File: src/design/eeprom_consts.vh
// Constants for the serial EEPROM command and protection logic.
// Assumes a single 125 MHz ref_clk and that the serial link is sampled by it.
// Functional notes
// - Chip select low selects the device and keeps it in active power.
// - Chip select high deselects; standby only once no write cycle runs.
// - Hold floats output, ignores input and clock, keeps bit position.
// - Hold starts when hold input falls while serial clock is low.
// - Hold ends when hold input rises while serial clock is low.
// - Chip select rising during hold resets protocol state, abandons work.
// - Writes and status writes execute only on whole multiples of eight clocks.
// - Every modifying instruction needs the write-enable latch set first.
// - Latch clears on reset, write-disable, status write or write completion.
// - Block protect bits are non-volatile; covered addresses are read-only. Here reset reloads the bits with 0.
// - Protect codes: none, from 0600h, from 0400h, whole array.
// - Hardware protected mode makes status-write-disable and protect bits read-only.
// - Execute only if chip select rises after last bit, before next edge.
// - Last bit is opcode or data byte end; not checked for reads.
// - Opcodes: set enable 06h, clear enable 04h, status read 05h.
// - Opcodes: status write 01h, array read 03h, array write 02h.
// - Unknown opcode deselects the device until chip select falls again.
// - Only the set-enable instruction sets the write-enable latch.
// - Set-enable waits for chip select to rise before acting.
// - All bytes shift in and out most significant bit first.
// - Input sampled on rising clock; output changes after falling clock.
// - Hardware protected mode when status-write-disable is one and protect pin low.
// - Write-busy flag reads one while a write cycle runs.
`ifndef EEPROM_CONSTS_VH
`define EEPROM_CONSTS_VH

`define SYNC_W 5
`define CLK_PERIOD_NS 8
`define WRITE_TIME_NS 5000
`define BUSY_CNT_W 10

`define OPC_SET_WE 8'h06
`define OPC_CLR_WE 8'h04
`define OPC_STAT_RD 8'h05
`define OPC_STAT_WR 8'h01
`define OPC_ARR_RD 8'h03
`define OPC_ARR_WR 8'h02

`define SR_BUSY 0
`define SR_WEL 1
`define SR_BP_LO 2
`define SR_BP_HI 3
`define SR_SWD 7

`define NV_SWD_RST 1'b0
`define NV_BP_RST 2'h0

`define BP_NONE 2'h0
`define BP_QUARTER 2'h1
`define BP_HALF 2'h2
`define QUARTER_BASE 11'h600
`define HALF_BASE 11'h400

`define ADDR_BYTES 3'h2
`define ARR_WR_MIN 3'h4
`define STAT_WR_LEN 3'h2
`define OPC_LEN 3'h1
`define BYTE_LAST 3'h7
`define ARR_DATA_IDX 3'h3

`endif

File: src/design/pin_sync.v
// Two-stage synchroniser for the serial pins.
// Assumes the pins are asynchronous to ref_clk; the first stage feeds only the second.
module pin_sync (
  input wire ref_clk,
  input wire rst_n,
  input wire [4:0] pin_in,
  output reg [4:0] pin_out
);
`include "eeprom_consts.vh"

  reg [4:0] meta_q;

  // Idle pins settle high so no false select appears at reset release
  always @(posedge ref_clk) begin
    if (!rst_n) begin
      meta_q <= 5'h1F;
      pin_out <= 5'h1F;
    end else begin
      meta_q <= pin_in;
      pin_out <= meta_q;
    end
  end

endmodule

File: src/design/eeprom_cmd_protect.v
// Serial EEPROM command decoder, status register and protection logic.
// Assumes an array memory outside answers mem_rdata in the cycle after mem_addr.
// The serial clock is sampled by ref_clk, so it must run well below ref_clk / 4.
`include "eeprom_consts.vh"
module eeprom_cmd_protect #(
  parameter WRITE_TIME_NS = `WRITE_TIME_NS
) (
  input wire ref_clk,
  input wire rst_n,
  input wire spi_sclk,
  input wire spi_cs_n,
  input wire spi_mosi,
  input wire spi_hold_n,
  input wire spi_wp_n,
  output reg spi_miso,
  output wire spi_miso_oe,
  output reg [10:0] mem_addr,
  output reg [7:0] mem_wdata,
  output reg mem_we,
  input wire [7:0] mem_rdata,
  output wire active_pwr,
  output wire standby_pwr,
  output wire hold_state,
  output wire [7:0] status_protect_register
);

  localparam integer WR_CYC_I = (WRITE_TIME_NS + `CLK_PERIOD_NS - 1) / `CLK_PERIOD_NS;
  // Busy counter is ten bits wide, so write times above about 8 us do not fit
  localparam [9:0] WR_CYC = WR_CYC_I[9:0];

  localparam [2:0] ST_OPC = 3'h0;
  localparam [2:0] ST_ADR = 3'h1;
  localparam [2:0] ST_DAT = 3'h2;
  localparam [2:0] ST_RDO = 3'h3;
  localparam [2:0] ST_WAIT = 3'h4;

  wire [4:0] pins_s;
  wire sclk_s;
  wire cs_n_s;
  wire mosi_s;
  wire hold_n_s;
  wire wp_n_s;

  reg sclk_d_q;
  reg cs_n_d_q;
  reg armed_q;
  reg ignore_q;
  reg hold_q;
  reg [2:0] state_q;
  reg [2:0] bit_cnt_q;
  reg [2:0] byte_cnt_q;
  reg [7:0] rx_q;
  reg [7:0] opc_q;
  reg [15:0] adr_q;
  reg [7:0] wdata_q;
  reg [7:0] tx_q;
  reg load_pend_q;
  reg wel_q;
  reg busy_q;
  reg [9:0] busy_cnt_q;
  reg busy_is_sr_q;
  reg swd_q;
  reg [1:0] bp_q;
  reg swd_pend_q;
  reg [1:0] bp_pend_q;

  pin_sync u_sync (
    .ref_clk(ref_clk),
    .rst_n(rst_n),
    .pin_in({spi_wp_n, spi_hold_n, spi_mosi, spi_cs_n, spi_sclk}),
    .pin_out(pins_s)
  );

  assign sclk_s = pins_s[0];
  assign cs_n_s = pins_s[1];
  assign mosi_s = pins_s[2];
  assign hold_n_s = pins_s[3];
  assign wp_n_s = pins_s[4];

  wire cs_fall = cs_n_d_q & ~cs_n_s;
  wire cs_rise = ~cs_n_d_q & cs_n_s;
  wire sel = armed_q & ~cs_n_s & ~ignore_q;
  wire sclk_rise = sel & ~hold_q & sclk_s & ~sclk_d_q;
  wire sclk_fall = sel & ~hold_q & ~sclk_s & sclk_d_q;
  wire [7:0] rx_n = {rx_q[6:0], mosi_s};
  wire byte_done = sclk_rise & (bit_cnt_q == `BYTE_LAST);

  wire hw_prot = swd_q & ~wp_n_s;

  assign status_protect_register = {swd_q, 3'h0, bp_q, wel_q, busy_q};

  assign active_pwr = ~cs_n_s;
  assign standby_pwr = cs_n_s & ~busy_q;
  assign hold_state = hold_q;

  assign spi_miso_oe = sel & ~hold_q & (state_q == ST_RDO);

  reg addr_prot;
  always @* begin
    case (bp_q)
      `BP_NONE: addr_prot = 1'b0;
      `BP_QUARTER: addr_prot = (adr_q[10:0] >= `QUARTER_BASE);
      `BP_HALF: addr_prot = (adr_q[10:0] >= `HALF_BASE);
      default: addr_prot = 1'b1;
    endcase
  end

  // Instructions that are checked at deselect, with their byte lengths
  wire end_ok = armed_q & ~ignore_q & ~hold_q & ~busy_q & (bit_cnt_q == 3'h0);
  wire do_set_we = cs_rise & end_ok & (opc_q == `OPC_SET_WE) & (byte_cnt_q == `OPC_LEN);
  wire do_clr_we = cs_rise & end_ok & (opc_q == `OPC_CLR_WE) & (byte_cnt_q == `OPC_LEN);
  wire do_stat_wr = cs_rise & end_ok & (opc_q == `OPC_STAT_WR) &
                    (byte_cnt_q == `STAT_WR_LEN) & wel_q & ~hw_prot;
  wire do_arr_wr = cs_rise & end_ok & (opc_q == `OPC_ARR_WR) &
                   (byte_cnt_q >= `ARR_WR_MIN) & wel_q & ~addr_prot;

  always @(posedge ref_clk) begin
    if (!rst_n) begin
      sclk_d_q <= 1'b0;
      cs_n_d_q <= 1'b1;
    end else begin
      sclk_d_q <= sclk_s;
      cs_n_d_q <= cs_n_s;
    end
  end

  // Power-up needs a falling select edge before any instruction
  always @(posedge ref_clk) begin
    if (!rst_n) begin
      armed_q <= 1'b0;
      ignore_q <= 1'b0;
    end else if (cs_fall) begin
      armed_q <= 1'b1;
      ignore_q <= 1'b0;
    end else if (byte_done && state_q == ST_OPC && !busy_q) begin
      case (rx_n)
        `OPC_SET_WE, `OPC_CLR_WE, `OPC_STAT_RD,
        `OPC_STAT_WR, `OPC_ARR_RD, `OPC_ARR_WR: ignore_q <= ignore_q;
        default: ignore_q <= 1'b1;
      endcase
    end
  end

  always @(posedge ref_clk) begin
    if (!rst_n) begin
      hold_q <= 1'b0;
    end else if (cs_n_s) begin
      hold_q <= 1'b0;
    end else if (!sclk_s) begin
      hold_q <= ~hold_n_s;
    end
  end

  // Serial receive framing and opcode decode
  always @(posedge ref_clk) begin
    if (!rst_n) begin
      state_q <= ST_OPC;
      bit_cnt_q <= 3'h0;
      byte_cnt_q <= 3'h0;
      rx_q <= 8'h00;
      opc_q <= 8'h00;
      adr_q <= 16'h0000;
      wdata_q <= 8'h00;
    end else if (cs_fall || cs_rise) begin
      state_q <= ST_OPC;
      bit_cnt_q <= 3'h0;
      byte_cnt_q <= 3'h0;
      if (cs_fall) begin
        opc_q <= 8'h00;
      end
    end else if (sclk_rise) begin
      rx_q <= rx_n;
      bit_cnt_q <= bit_cnt_q + 3'h1;
      if (state_q == ST_ADR) begin
        adr_q <= {adr_q[14:0], mosi_s};
      end
      if (byte_done) begin
        if (byte_cnt_q != `BYTE_LAST) begin
          byte_cnt_q <= byte_cnt_q + 3'h1;
        end
        case (state_q)
          ST_OPC: begin
            opc_q <= rx_n;
            // second opcode group
            // While a cycle runs only the status read is served
            if (busy_q && rx_n != `OPC_STAT_RD) begin
              state_q <= ST_WAIT;
            end else begin
              case (rx_n)
                `OPC_SET_WE, `OPC_CLR_WE: state_q <= ST_WAIT;
                `OPC_STAT_RD: state_q <= ST_RDO;
                `OPC_STAT_WR: state_q <= ST_DAT;
                `OPC_ARR_RD, `OPC_ARR_WR: state_q <= ST_ADR;
                default: state_q <= ST_OPC;
              endcase
            end
          end
          ST_ADR: begin
            if (byte_cnt_q == `ADDR_BYTES) begin
              state_q <= (opc_q == `OPC_ARR_RD) ? ST_RDO : ST_DAT;
            end
          end
          ST_DAT: begin
            // Only the first data byte is kept; a page buffer is not built
            if ((opc_q == `OPC_STAT_WR && byte_cnt_q == `OPC_LEN) ||
                (opc_q == `OPC_ARR_WR && byte_cnt_q == `ARR_DATA_IDX)) begin
              wdata_q <= rx_n;
            end
          end
          ST_RDO: state_q <= ST_RDO;
          ST_WAIT: state_q <= ST_WAIT;
          default: state_q <= ST_OPC;
        endcase
      end
    end
  end

  // Read-out path; reads are never checked at deselect
  // reads skip end check
  always @(posedge ref_clk) begin
    if (!rst_n) begin
      tx_q <= 8'h00;
      spi_miso <= 1'b0;
      load_pend_q <= 1'b0;
      mem_addr <= 11'h000;
      mem_wdata <= 8'h00;
      mem_we <= 1'b0;
    end else begin
      mem_we <= 1'b0;
      if (cs_fall || cs_rise) begin
        load_pend_q <= 1'b0;
      end else if (byte_done && ((state_q == ST_OPC && rx_n == `OPC_STAT_RD) ||
                   (state_q == ST_RDO && opc_q == `OPC_STAT_RD))) begin
        tx_q <= status_protect_register;
      end else if (byte_done && state_q == ST_ADR && byte_cnt_q == `ADDR_BYTES &&
                   opc_q == `OPC_ARR_RD) begin
        mem_addr <= {adr_q[9:0], mosi_s};
        load_pend_q <= 1'b1;
      end else if (byte_done && state_q == ST_RDO) begin
        load_pend_q <= 1'b1;
      end else if (load_pend_q) begin
        // Data arrives a cycle after the address, then the address steps on
        tx_q <= mem_rdata;
        mem_addr <= mem_addr + 11'h001;
        load_pend_q <= 1'b0;
      end else if (sclk_fall && state_q == ST_RDO) begin
        spi_miso <= tx_q[7];
        tx_q <= {tx_q[6:0], 1'b0};
      end
      if (do_arr_wr) begin
        mem_addr <= adr_q[10:0];
        mem_wdata <= wdata_q;
        mem_we <= 1'b1;
      end
    end
  end

  // Status bits and self-timed write cycle
  always @(posedge ref_clk) begin
    if (!rst_n) begin
      wel_q <= 1'b0;
      busy_q <= 1'b0;
      busy_cnt_q <= 10'h000;
      busy_is_sr_q <= 1'b0;
      // Delivery state; no true non-volatile cell exists in this logic
      swd_q <= `NV_SWD_RST;
      bp_q <= `NV_BP_RST;
      swd_pend_q <= `NV_SWD_RST;
      bp_pend_q <= `NV_BP_RST;
    end else begin
      if (busy_q) begin
        if (busy_cnt_q == 10'h000) begin
          busy_q <= 1'b0;
          wel_q <= 1'b0;
          if (busy_is_sr_q) begin
            // New protection takes effect only when the cycle ends
            swd_q <= swd_pend_q;
            bp_q <= bp_pend_q;
          end
        end else begin
          busy_cnt_q <= busy_cnt_q - 10'h001;
        end
      end else if (do_set_we) begin
        wel_q <= 1'b1;
      end else if (do_clr_we) begin
        wel_q <= 1'b0;
      end else if (do_stat_wr || do_arr_wr) begin
        busy_q <= 1'b1;
        busy_cnt_q <= WR_CYC - 10'h001;
        busy_is_sr_q <= do_stat_wr;
        swd_pend_q <= wdata_q[`SR_SWD];
        bp_pend_q <= {wdata_q[`SR_BP_HI], wdata_q[`SR_BP_LO]};
      end
    end
  end

endmodule

File: config.mk
export PLATFORM = sky130hd
export DESIGN_NAME = eeprom_cmd_protect
export DESIGN_NICKNAME = d
export VERILOG_FILES = /design/src/design/pin_sync.v /design/src/design/eeprom_cmd_protect.v
export VERILOG_INCLUDE_DIRS = /design/src /design/src/design
export SDC_FILE = /design/constraint.sdc
export NUM_CORES = 1
export LEC_CHECK = 0
export ABC_AREA = 1
export BUFFER_PORTS_ARGS = -buffer_cell sky130_fd_sc_hd__buf_2
export CORE_UTILIZATION = 62
export CTS_BUF_LIST = sky130_fd_sc_hd__clkbuf_4 sky130_fd_sc_hd__clkbuf_8
export CTS_CLUSTER_SIZE = 14
export DETAILED_ROUTE_END_ITERATION = 8
export GPL_ROUTABILITY_DRIVEN = 1
export GPL_TIMING_DRIVEN = 0
export PLACE_DENSITY = 0.82
export REMOVE_ABC_BUFFERS = 1
export SLEW_MARGIN = 0
export SYNTH_ARGS = -nofsm -noshare
export SYNTH_HDL_FRONTEND = slang
export SYNTH_SLANG_ARGS = --single-unit
File: constraint.sdc
create_clock -name ref_clk -period 2.2 [get_ports ref_clk]
set_input_delay 0.11 -clock ref_clk [delete_from_list [all_inputs] [get_ports ref_clk]]
set_output_delay 0.11 -clock ref_clk [all_outputs]
set_load 0.03 [all_outputs]
==> impl_metrics.csv, run 1 <==
group,metric,value,unit
clock_network,clock_latency,0.37,ns
placed_design,port_buffers,44,
setup_path,critPathRequiredTime,2.52,ns
placed_design,hpwlAfterDp,9009,µm
layout,diodes,0,
power_and_ir_drop,p_per_area,533.5,nW/µm²
setup_path,path_class,"flip-flop to flip-flop",
logic_synthesis,syn-cell-area,5468,µm²
floorplanning,die_y,95.91,µm
routing,drc,0,
setup_path,endpoint_kind,"flip-flop",
grt,grt_max_degree,55,
run,cap_violations,0,
floorplanning,core,8382,µm²
layout,stdcell_area,6132,µm²
layout,final_cell_mix,"nand2_1 (159), nor2_1 (108), dfxtp_1 (106)",
grt,grt_pass1_wl,20550,µm
routing,wl,12710,µm
routing,via_per_inst,5.449,
setup_path,arrival,2.42,ns
sta,max_freq,477.2,MHz
grt,grt_pass1_vias,4549,
clock_network,cts_buffers,9,
routing,vias,5171,
clock_network,htree_levels,3,
routing,wl_per_cell,13.39,µm
logic_synthesis,synth.distinct_cells,42,
logic_synthesis,ys_ff_latch,107,
min_path,worstHoldPathType,"input port to flip-flop",
status,outcome,"complete, no violations",
sta,worst_slew_pin_slew,0.9361,ns
clock_network,clockBufferDepth,2,
sta,setup_viol,0,
power_and_ir_drop,finalPower,3.271,mW
layout,fin_util,73.16,%
grt,grt_util_all_layers,28.42,%
logic_synthesis,yosysWarningCount,0,
routing,drt_iter0_markers,275,
placed_design,placed_cells,909,
sta,rsz0062_at_grt,"no",
logic_synthesis,syn_area_per_cell,6.965,µm²
power_and_ir_drop,p_leak,2.726,nW
sta,fin_hold_ws,0.1180,ns
power_and_ir_drop,seqPwrFrac,59.8,%
placed_design,place.gp.congestion,0.9050,
clock_network,cts.sinks,107,
floorplanning,dieArea,9199,µm²
logic_synthesis,synth_cells,785,
layout,fin_cells,949,
power_and_ir_drop,pwr-share-clk,36.3,%
clock_network,root_buffer,"clkbuf_8",
sta,timing.final.max_slew_violations,0,
setup_path,crit_path_start_kind,"flip-flop",
routing,ant_nets,0,
grt,grt-ovfl-total,0,
layout,final_nets,866,
sta,hold_viol,0,
placed_design,pre_cts_ws,-0.7765,ns
floorplanning,start_util,65.23,%
clock_network,cts_tree,"built",
floorplanning,rows,33,
power_and_ir_drop,swShare,24.85,%
layout,area_growth,12.15,%
sta,min_period,2.096,ns
power_and_ir_drop,ir_drop,0.3442,mV
routing,first_pass_iters,7,
floorplanning,ioPinCount,48,
sta,worst_slack,0.1043,ns
sta,skew,0.01027,ns
power_and_ir_drop,power.switching,0.8128,mW
power_and_ir_drop,p_int,2.459,mW
layout,final_common_cell,"nand2_1",
placed_design,dpl_cell_area,5685,µm²
grt,antenna_found_initial,0,
sta,tns,0,ns
setup_path,worstPathMaxFanout,16,
floorplanning,die_x,95.91,µm
sta,slew_headroom,37.59,%
logic_synthesis,synth.yosys.seq_area_share,39.18,%
clock_network,path_clk_slew,0.11,ns
power_and_ir_drop,p_comb_share,3.9,%
sta,post-route-period-util,95.26,%
layout,drive_gt1_share,17.18,%
==> layer usage <==
metal	wire (µm)	global-route usage, %
met3	701	4.739
met2	6052	49.11
met5	0	0
met1	5718	36.02
met4	233	9.204
==> final timing paths <==
check | start | endpoint | slack, ns | cells after the start
worst max-delay path | u_sync.pin_out[1] | wdata_q[0] | 0.10 | 7
worst max register to register | u_sync.pin_out[1] | wdata_q[0] | 0.10 | 7
worst min-delay path | mem_rdata[0] | tx_q[0] | 0.12 | 5
worst min register to register | u_sync.meta_q[2] | u_sync.pin_out[2] | 0.42 | 1
==> cell families after synthesis <==
kind of cell	count (synthesis)	synth area share (%)
buffers and inverters	126	9.382
AND/OR/NAND/NOR	389	32.86
adder cells (fa/ha/maj)	12	2.746
flip-flops	107	39.18
XOR/XNOR	9	1.442
AO/OA/AOI/OAI	141	14.32
other	1	0.06858
==> state kept, by name, summed over array words and instances (netlist names), 2 cells and up <==
signal / cells
state_q: 3
adr_q: 11
wdata_q: 8
busy_cnt_q: 10
bp_q: 2
tx_q: 8
mem_addr: 11
bit_cnt_q: 3
opc_q: 8
byte_cnt_q: 3
u_sync.pin_out: 5
u_sync.meta_q: 5
mem_wdata: 8
bp_pend_q: 2
rx_q: 7
==> power by group through the flow <==
stage / registers [mW] / logic (mW) / clock network, mW
final: 1.96 / 0.126 / 1.19
after global routing: 1.96 / 0.139 / 1.29
after CTS: 1.96 / 0.125 / 1.20
after detailed placement: 2.00 / 0.117 / 0
after global placement: 2.00 / 0.113 / 0
after floorplan: 2.00 / 0.0724 / 0
==> worst max-delay path, stage by stage (launching register included) <==
cell and delay [ns]:
dfxtp_1 0.37, inv_1 0.15, ha_2 0.47, inv_1 0.21
nor2_4 0.21, nand4_4 0.27, a21oi_1 0.23, o21a_1 0.15
==> layout make-up <==
type                            instances  area (µm²)
Clock inverter                          6       55.05
Fill cell                             708        2250
Tap cell                              105       131.4
Clock buffer                           10       137.6
Inverter                               99       375.4
Multi-Input combinational cell        555        2872
Sequential cell                       107        2143
Timing Repair Buffer                   67       417.9
==> synth_stat cells <==
cell type	instances	share of area, %
nor2_2	6	0.69
ha_1	12	2.7
nand4_2	1	0.23
nor3_1	7	0.64
buf_2	2	0.18
dfxtp_1	107	39
buf_4	6	0.82
o21ai_0	51	4.7
or2_0	1	0.11
inv_2	10	0.69
nor2_4	4	0.82
inv_1	85	5.8
o21a_1	9	1.2
xnor2_1	5	0.80
o21ai_1	7	0.64
a21oi_1	55	5.0
nor2_1	108	7.4
a31oi_1	1	0.11
and2_1	1	0.11
clkinv_1	4	0.27
nand3_4	3	0.96
clkbuf_1	15	1.0
nand2_8	1	0.37
or2_2	13	1.5
nand3_2	1	0.18
nand2_4	1	0.21
nand3b_1	1	0.14
nand3_1	61	5.6
o21bai_1	2	0.27
nand2_1	160	11
a211oi_1	6	0.82
nand4_1	7	0.80
a21oi_2	7	1.1
buf_6	2	0.41
nand2_2	10	1.1
conb_1	1	0.069
o31ai_1	1	0.14
nor3_4	2	0.59
buf_1	2	0.14
nand4_4	1	0.39
o211ai_1	2	0.27
xor2_1	4	0.64
==> timing repair <==
action                                  in CTS  in global routing
pin swaps                                    3                  8
hold endpoints to repair                     5                  0
endpoints found under the setup margin      72                 60
setup buffers                                0                 18
hold buffers                                 5                  0
gates cloned                                 1                  0
gates resized for setup                      7                  6
Note: power is estimated with default switching activity, not from simulation.
==> run 2, diff against run 1 <==
--- a/config.mk
+++ b/config.mk
@@ -8,6 +8,7 @@
 export LEC_CHECK = 0
 export ABC_AREA = 1
 export BUFFER_PORTS_ARGS = -buffer_cell sky130_fd_sc_hd__buf_2
+export CORE_ASPECT_RATIO = 0.6
 export CORE_UTILIZATION = 62
 export CTS_BUF_LIST = sky130_fd_sc_hd__clkbuf_4 sky130_fd_sc_hd__clkbuf_8
 export CTS_CLUSTER_SIZE = 14
@@ -15,7 +16,6 @@
 export GPL_ROUTABILITY_DRIVEN = 1
 export GPL_TIMING_DRIVEN = 0
 export PLACE_DENSITY = 0.82
-export REMOVE_ABC_BUFFERS = 1
 export SLEW_MARGIN = 0
 export SYNTH_ARGS = -nofsm -noshare
 export SYNTH_HDL_FRONTEND = slang
==> impl_metrics.csv, run 2 (same netlist as run 1, synthesis figures left out) <==
group,metric,value,unit
status,outcome,"complete, no violations",
floorplanning,start_util,64.15,%
power_and_ir_drop,p_per_area,544.7,nW/µm²
min_path,min_path_cells,5,
grt,grt-ovfl-total,0,
routing,wl_met3,1229,µm
sta,worst_slew_pin_slew,0.7752,ns
routing,wl,14490,µm
clock_network,clock_latency,0.40,ns
min_path,worstHoldPathType,"input port to flip-flop",
setup_path,crit_path_start_kind,"flip-flop",
floorplanning,rows,26,
clock_network,path_clk_slew,0.11,ns
clock_network,cts_buffers,9,
grt,grt_pass1_vias,4620,
clock_network,clockBufferDepth,2,
layout,diodes,0,
setup_path,path_class,"flip-flop to flip-flop",
sta,slew_headroom,48.32,%
routing,drt_iter0_markers,483,
placed_design,place.gp.congestion,0.9265,
layout,multi_input_area,2880,µm²
routing,ant_nets,0,
floorplanning,ioPinCount,48,
layout,final_common_cell,"nand2_1",
clock_network,cts.sinks,107,
layout,final_cell_mix,"nand2_1 (159), nor2_1 (107), dfxtp_1 (106)",
layout,seq_area,2143,µm²
routing,top_layer_used,"met4",
routing,via_per_inst,5.502,
power_and_ir_drop,p_leak,2.733,nW
layout,area_growth,13.46,%
routing,dr_wl_met2,6096,µm
layout,reg_top3,"adr_q: 11 flops, mem_addr: 11 flops, busy_cnt_q: 10 flops",
grt,grt_util_all_layers,32.45,%
sta,hold_viol,0,
routing,wl_met1,6905,µm
setup_path,endpoint_kind,"flip-flop",
power_and_ir_drop,ir_drop,0.4676,mV
sta,timing.final.max_slew_violations,0,
layout,n_fill_cell,727,
sta,max_freq,483.2,MHz
routing,first_pass_iters,5,
setup_path,arrival,2.42,ns
routing,drc,0,
sta,setup_viol,0,
layout,final_nets,879,
floorplanning,dieArea,9211,µm²
grt,grt_max_degree,23,
sta,rsz0062_at_grt,"no",
clock_network,htree_levels,3,
sta,tns,0,ns
sta,min_period,2.069,ns
routing,wl_per_cell,14.96,µm
setup_path,slowest_stage,"dfxtp_2",
clock_network,root_buffer,"clkbuf_8",
run,cap_violations,0,
setup_path,critical_path.cell_chain,"inv_2, ha_4, inv_1, nor2_4, nand4_4, buf_2, a21oi_1, o21a_1",
placed_design,port_buffers,43,
setup_path,worstPathMaxFanout,10,
sta,skew,0.02242,ns
clock_network,cts_tree,"built",
routing,vias,5331,
floorplanning,core,8523,µm²
setup_path,slowest_delay,0.40,ns
setup_path,r2r_cells,8,
sta,fin_hold_ws,0.09509,ns
sta,post-route-period-util,94.06,%
setup_path,critPathRequiredTime,2.55,ns
floorplanning,die_x,123.2,µm
layout,drive_gt1_share,17.04,%
placed_design,hpwlAfterDp,10770,µm
floorplanning,die_y,74.74,µm
grt,grt_pass1_wl,22600,µm
grt,antenna_found_initial,0,
==> run 2: cell type report <==
class / count / area share (%)
multi-input cells: 554 / 46.43
flip-flops and latches: 107 / 34.55
well taps: 112 / 2.259
inverters: 99 / 5.990
clock buffers: 9 / 1.997
repair buffers: 54 / 5.002
plain buffers: 27 / 2.340
clock inverters: 7 / 1.432
==> run 2: per-stage QoR <==
stage | area [µm²] | util, % | std cells | power [mW] | setup WS [ns]
CTS | 6142 | 72.06 | 966 | 3.376 | 0.01395
finish | 6203 | 72.78 | 969 | 3.379 | 0.1306
floorplan | 5475 | - | 787 | 2.087 | 0.1877
global route | 6203 | 72.78 | 969 | 3.465 | 0.01321
detailed placement | 5831 | 68.41 | 942 | 2.135 | -0.2807
global placement | 5831 | 68.41 | 942 | 2.131 | -0.1977
==> run 2: per-layer routing <==
metal | vias to the layer above | track usage (%)
met5 | - | 0
met1 | 2450 | 46.53
li1 | 2641 | -
met3 | 24 | 6.742
met2 | 216 | 49.66
met4 | 0 | 9.237
==> run 2: power by group <==
part           total [mW]  internal, mW  switching (mW)  leakage, nW
clock                1.27         0.465           0.808        0.107
sequential           1.96          1.95          0.0107        0.864
combinational       0.147        0.0486          0.0980         1.76
==> run 2: critical path, delay by kind of cell, from the launching register on <==
family / cells / cell delay, ns
adders and majority gates: 1 / 0.34
DFF: 1 / 0.40
AOI/OAI and AO/OA: 2 / 0.29
and+or+nand+nor: 2 / 0.46
buffers and inverters: 3 / 0.55
==> run 2: repair_timing <==
item                                   CTS  global route
pin swaps                                2             3
buffers inserted                         3             3
setup endpoints to repair               32            62
resized for setup                        4            17
cloned                                   0             0
endpoints found under the hold margin    5             0
hold buffers                             5             0
==> run 2: worst paths after layout <==
kind	startpoint	endpoint	slack (ns)
max	u_sync.pin_out[1]	wdata_q[6]	0.13
min	mem_rdata[6]	tx_q[6]	0.1
max reg2reg	u_sync.pin_out[1]	wdata_q[6]	0.13
min reg2reg	u_sync.meta_q[4]	u_sync.pin_out[4]	0.42
==> run 3, diff against run 2 <==
==> constraint.sdc (replaced) <==
create_clock -name ref_clk -period 2.2 [get_ports ref_clk]
set_input_delay 0.66 -clock ref_clk [delete_from_list [all_inputs] [get_ports ref_clk]]
set_output_delay 0.66 -clock ref_clk [all_outputs]
set_load 0.03 [all_outputs]
==> impl_metrics.csv, run 3 (same netlist as run 1, synthesis figures left out) <==
group,metric,value,unit
clock_network,clock_latency,0.40,ns
clock_network,ctsHoldBuffers,0,
layout,fin_util,72.50,%
floorplanning,dieArea,9211,µm²
floorplanning,core,8523,µm²
routing,vias,5328,
clock_network,root_buffer,"clkbuf_8",
setup_path,path_class,"flip-flop to primary output",
clock_network,htree_levels,3,
setup_path,worstPathMaxFanout,5,
placed_design,port_buffers,43,
routing,ant_nets,0,
clock_network,cts_tree,"built",
power_and_ir_drop,p_int,2.457,mW
sta,post-route-period-util,96.44,%
power_and_ir_drop,p_comb_share,4.2,%
power_and_ir_drop,seqPwrFrac,58.1,%
sta,timing.final.max_slew_violations,0,
grt,met2_usage,49.60,%
sta,hold_viol,0,
setup_path,critPathRequiredTime,1.54,ns
placed_design,place.gp.congestion,0.9265,
routing,wl_per_cell,15.05,µm
clock_network,path_clk_slew,0.12,ns
clock_network,cts_buffers,9,
grt,antenna_found_initial,0,
layout,drive_gt1_share,17.70,%
setup_path,endpoint_kind,"primary output",
setup_path,arrival,1.46,ns
grt,grt-ovfl-total,0,
routing,via_per_inst,5.521,
status,outcome,"complete, no violations",
layout,reg_top3,"adr_q: 11 flops, mem_addr: 11 flops, busy_cnt_q: 10 flops",
floorplanning,start_util,64.15,%
floorplanning,rows,26,
grt,use_met3,5.758,%
sta,slew_headroom,46.15,%
grt,grt_pass1_wl,22580,µm
routing,first_pass_iters,6,
layout,final_nets,875,
layout,n_fill_cell,724,
floorplanning,die_x,123.2,µm
sta,min_period,2.122,ns
run,cap_violations,0,
grt,grt_pass1_vias,4568,
grt,grt_util_all_layers,32.42,%
setup_path,crit_path_start_kind,"flip-flop",
grt,grt_max_degree,23,
routing,wl,14530,µm
grt,top_usage_layer,"met2",
layout,final_cell_mix,"nand2_1 (159), nor2_1 (106), dfxtp_1 (103)",
sta,fin_hold_ws,0.4235,ns
power_and_ir_drop,p_per_area,545.9,nW/µm²
power_and_ir_drop,power.switching,0.9168,mW
routing,drc,0,
sta,rsz0062_at_grt,"no",
grt,met1_usage,47.38,%
layout,diodes,0,
sta,max_freq,471.3,MHz
min_path,worstHoldPathType,"flip-flop to flip-flop",
sta,skew,0.02048,ns
routing,drt_iter0_markers,502,
sta,worst_slew_pin_slew,0.8078,ns
power_and_ir_drop,swShare,27.18,%
sta,setup_viol,0,
power_and_ir_drop,pwr-share-clk,37.7,%
floorplanning,ioPinCount,48,
layout,area_growth,13.02,%
layout,final_common_cell,"nand2_1",
floorplanning,die_y,74.74,µm
power_and_ir_drop,p_leak,2.718,nW
placed_design,hpwlAfterDp,10770,µm
power_and_ir_drop,ir_drop,0.4691,mV
clock_network,clockBufferDepth,2,
clock_network,cts.sinks,107,
[run 3: cell count changes in the layout (fill, tap and decap cells not counted), sizes merged]
cell,delta
clkbuf,-1
dlygate4sd3,-5
buf,+2
[run 3: worst paths after layout]
check                                       start           endpoint  depth (start not counted)  slack, ns
worst max-delay path                   state_q[1]        spi_miso_oe                          5       0.08
worst min-delay path             u_sync.meta_q[4]  u_sync.pin_out[4]                          1       0.42
worst max register to register  u_sync.pin_out[1]         wdata_q[6]                          8       0.13
worst min register to register   u_sync.meta_q[4]  u_sync.pin_out[4]                          1       0.42
[run 3: through the flow]
stage | total power, mW | std cells | setup TNS, ns | instance area, µm² | setup slack (ns)
after floorplan | 2.087 | 787 | 0 | 5475 | 0.1877
after global placement | 2.131 | 942 | -2.047 | 5831 | -0.1977
after detailed placement | 2.135 | 942 | -4.414 | 5831 | -0.2807
after CTS | 3.369 | 961 | 0 | 6101 | 0.001354
after global routing | 3.457 | 965 | 0 | 6180 | 0.006795
final | 3.373 | 965 | 0 | 6180 | 0.07842
[run 3: per-layer routing]
| layer | wire (µm) | share of wire, % |
|---|---|---|
| met5 | 0 | 0 |
| met4 | 194 | 1.3 |
| met3 | 1245 | 8.6 |
| met2 | 6195 | 43 |
| met1 | 6890 | 47 |
[run 3: repair_timing]
| action | 4_1_cts | 5_1_grt |
|---|---|---|
| pin swaps | 3 | 3 |
| buffers inserted | 3 | 4 |
| endpoints found under the setup margin | 33 | 50 |
| gates resized for setup | 10 | 18 |
[run 3: area by class of cell]
type | instances | area, µm² | share of cell area [%]
Tap cell | 112 | 140.1 | 2.268
Inverter | 99 | 371.6 | 6.013
Timing Repair Buffer | 50 | 270.3 | 4.373
Clock inverter | 7 | 88.84 | 1.438
Multi-Input combinational cell | 554 | 2893 | 46.81
Buffer | 27 | 145.1 | 2.349
Clock buffer | 9 | 123.9 | 2.004
Sequential cell | 107 | 2147 | 34.74
[run 3: power by group through the flow]
stage	Combinational, mW	Clock, mW	Sequential (mW)
after detailed placement	0.132	0	2.00
after global placement	0.129	0	2.00
final	0.140	1.27	1.96
after floorplan	0.0888	0	2.00
after global routing	0.152	1.34	1.96
after CTS	0.136	1.27	1.96
[run 3: critical path: stages, from the launching register on]
cell     delay [ns]
dfxtp_2        0.43
inv_2          0.09
nor2_4         0.16
inv_1          0.10
nor2_4         0.12
buf_4          0.17
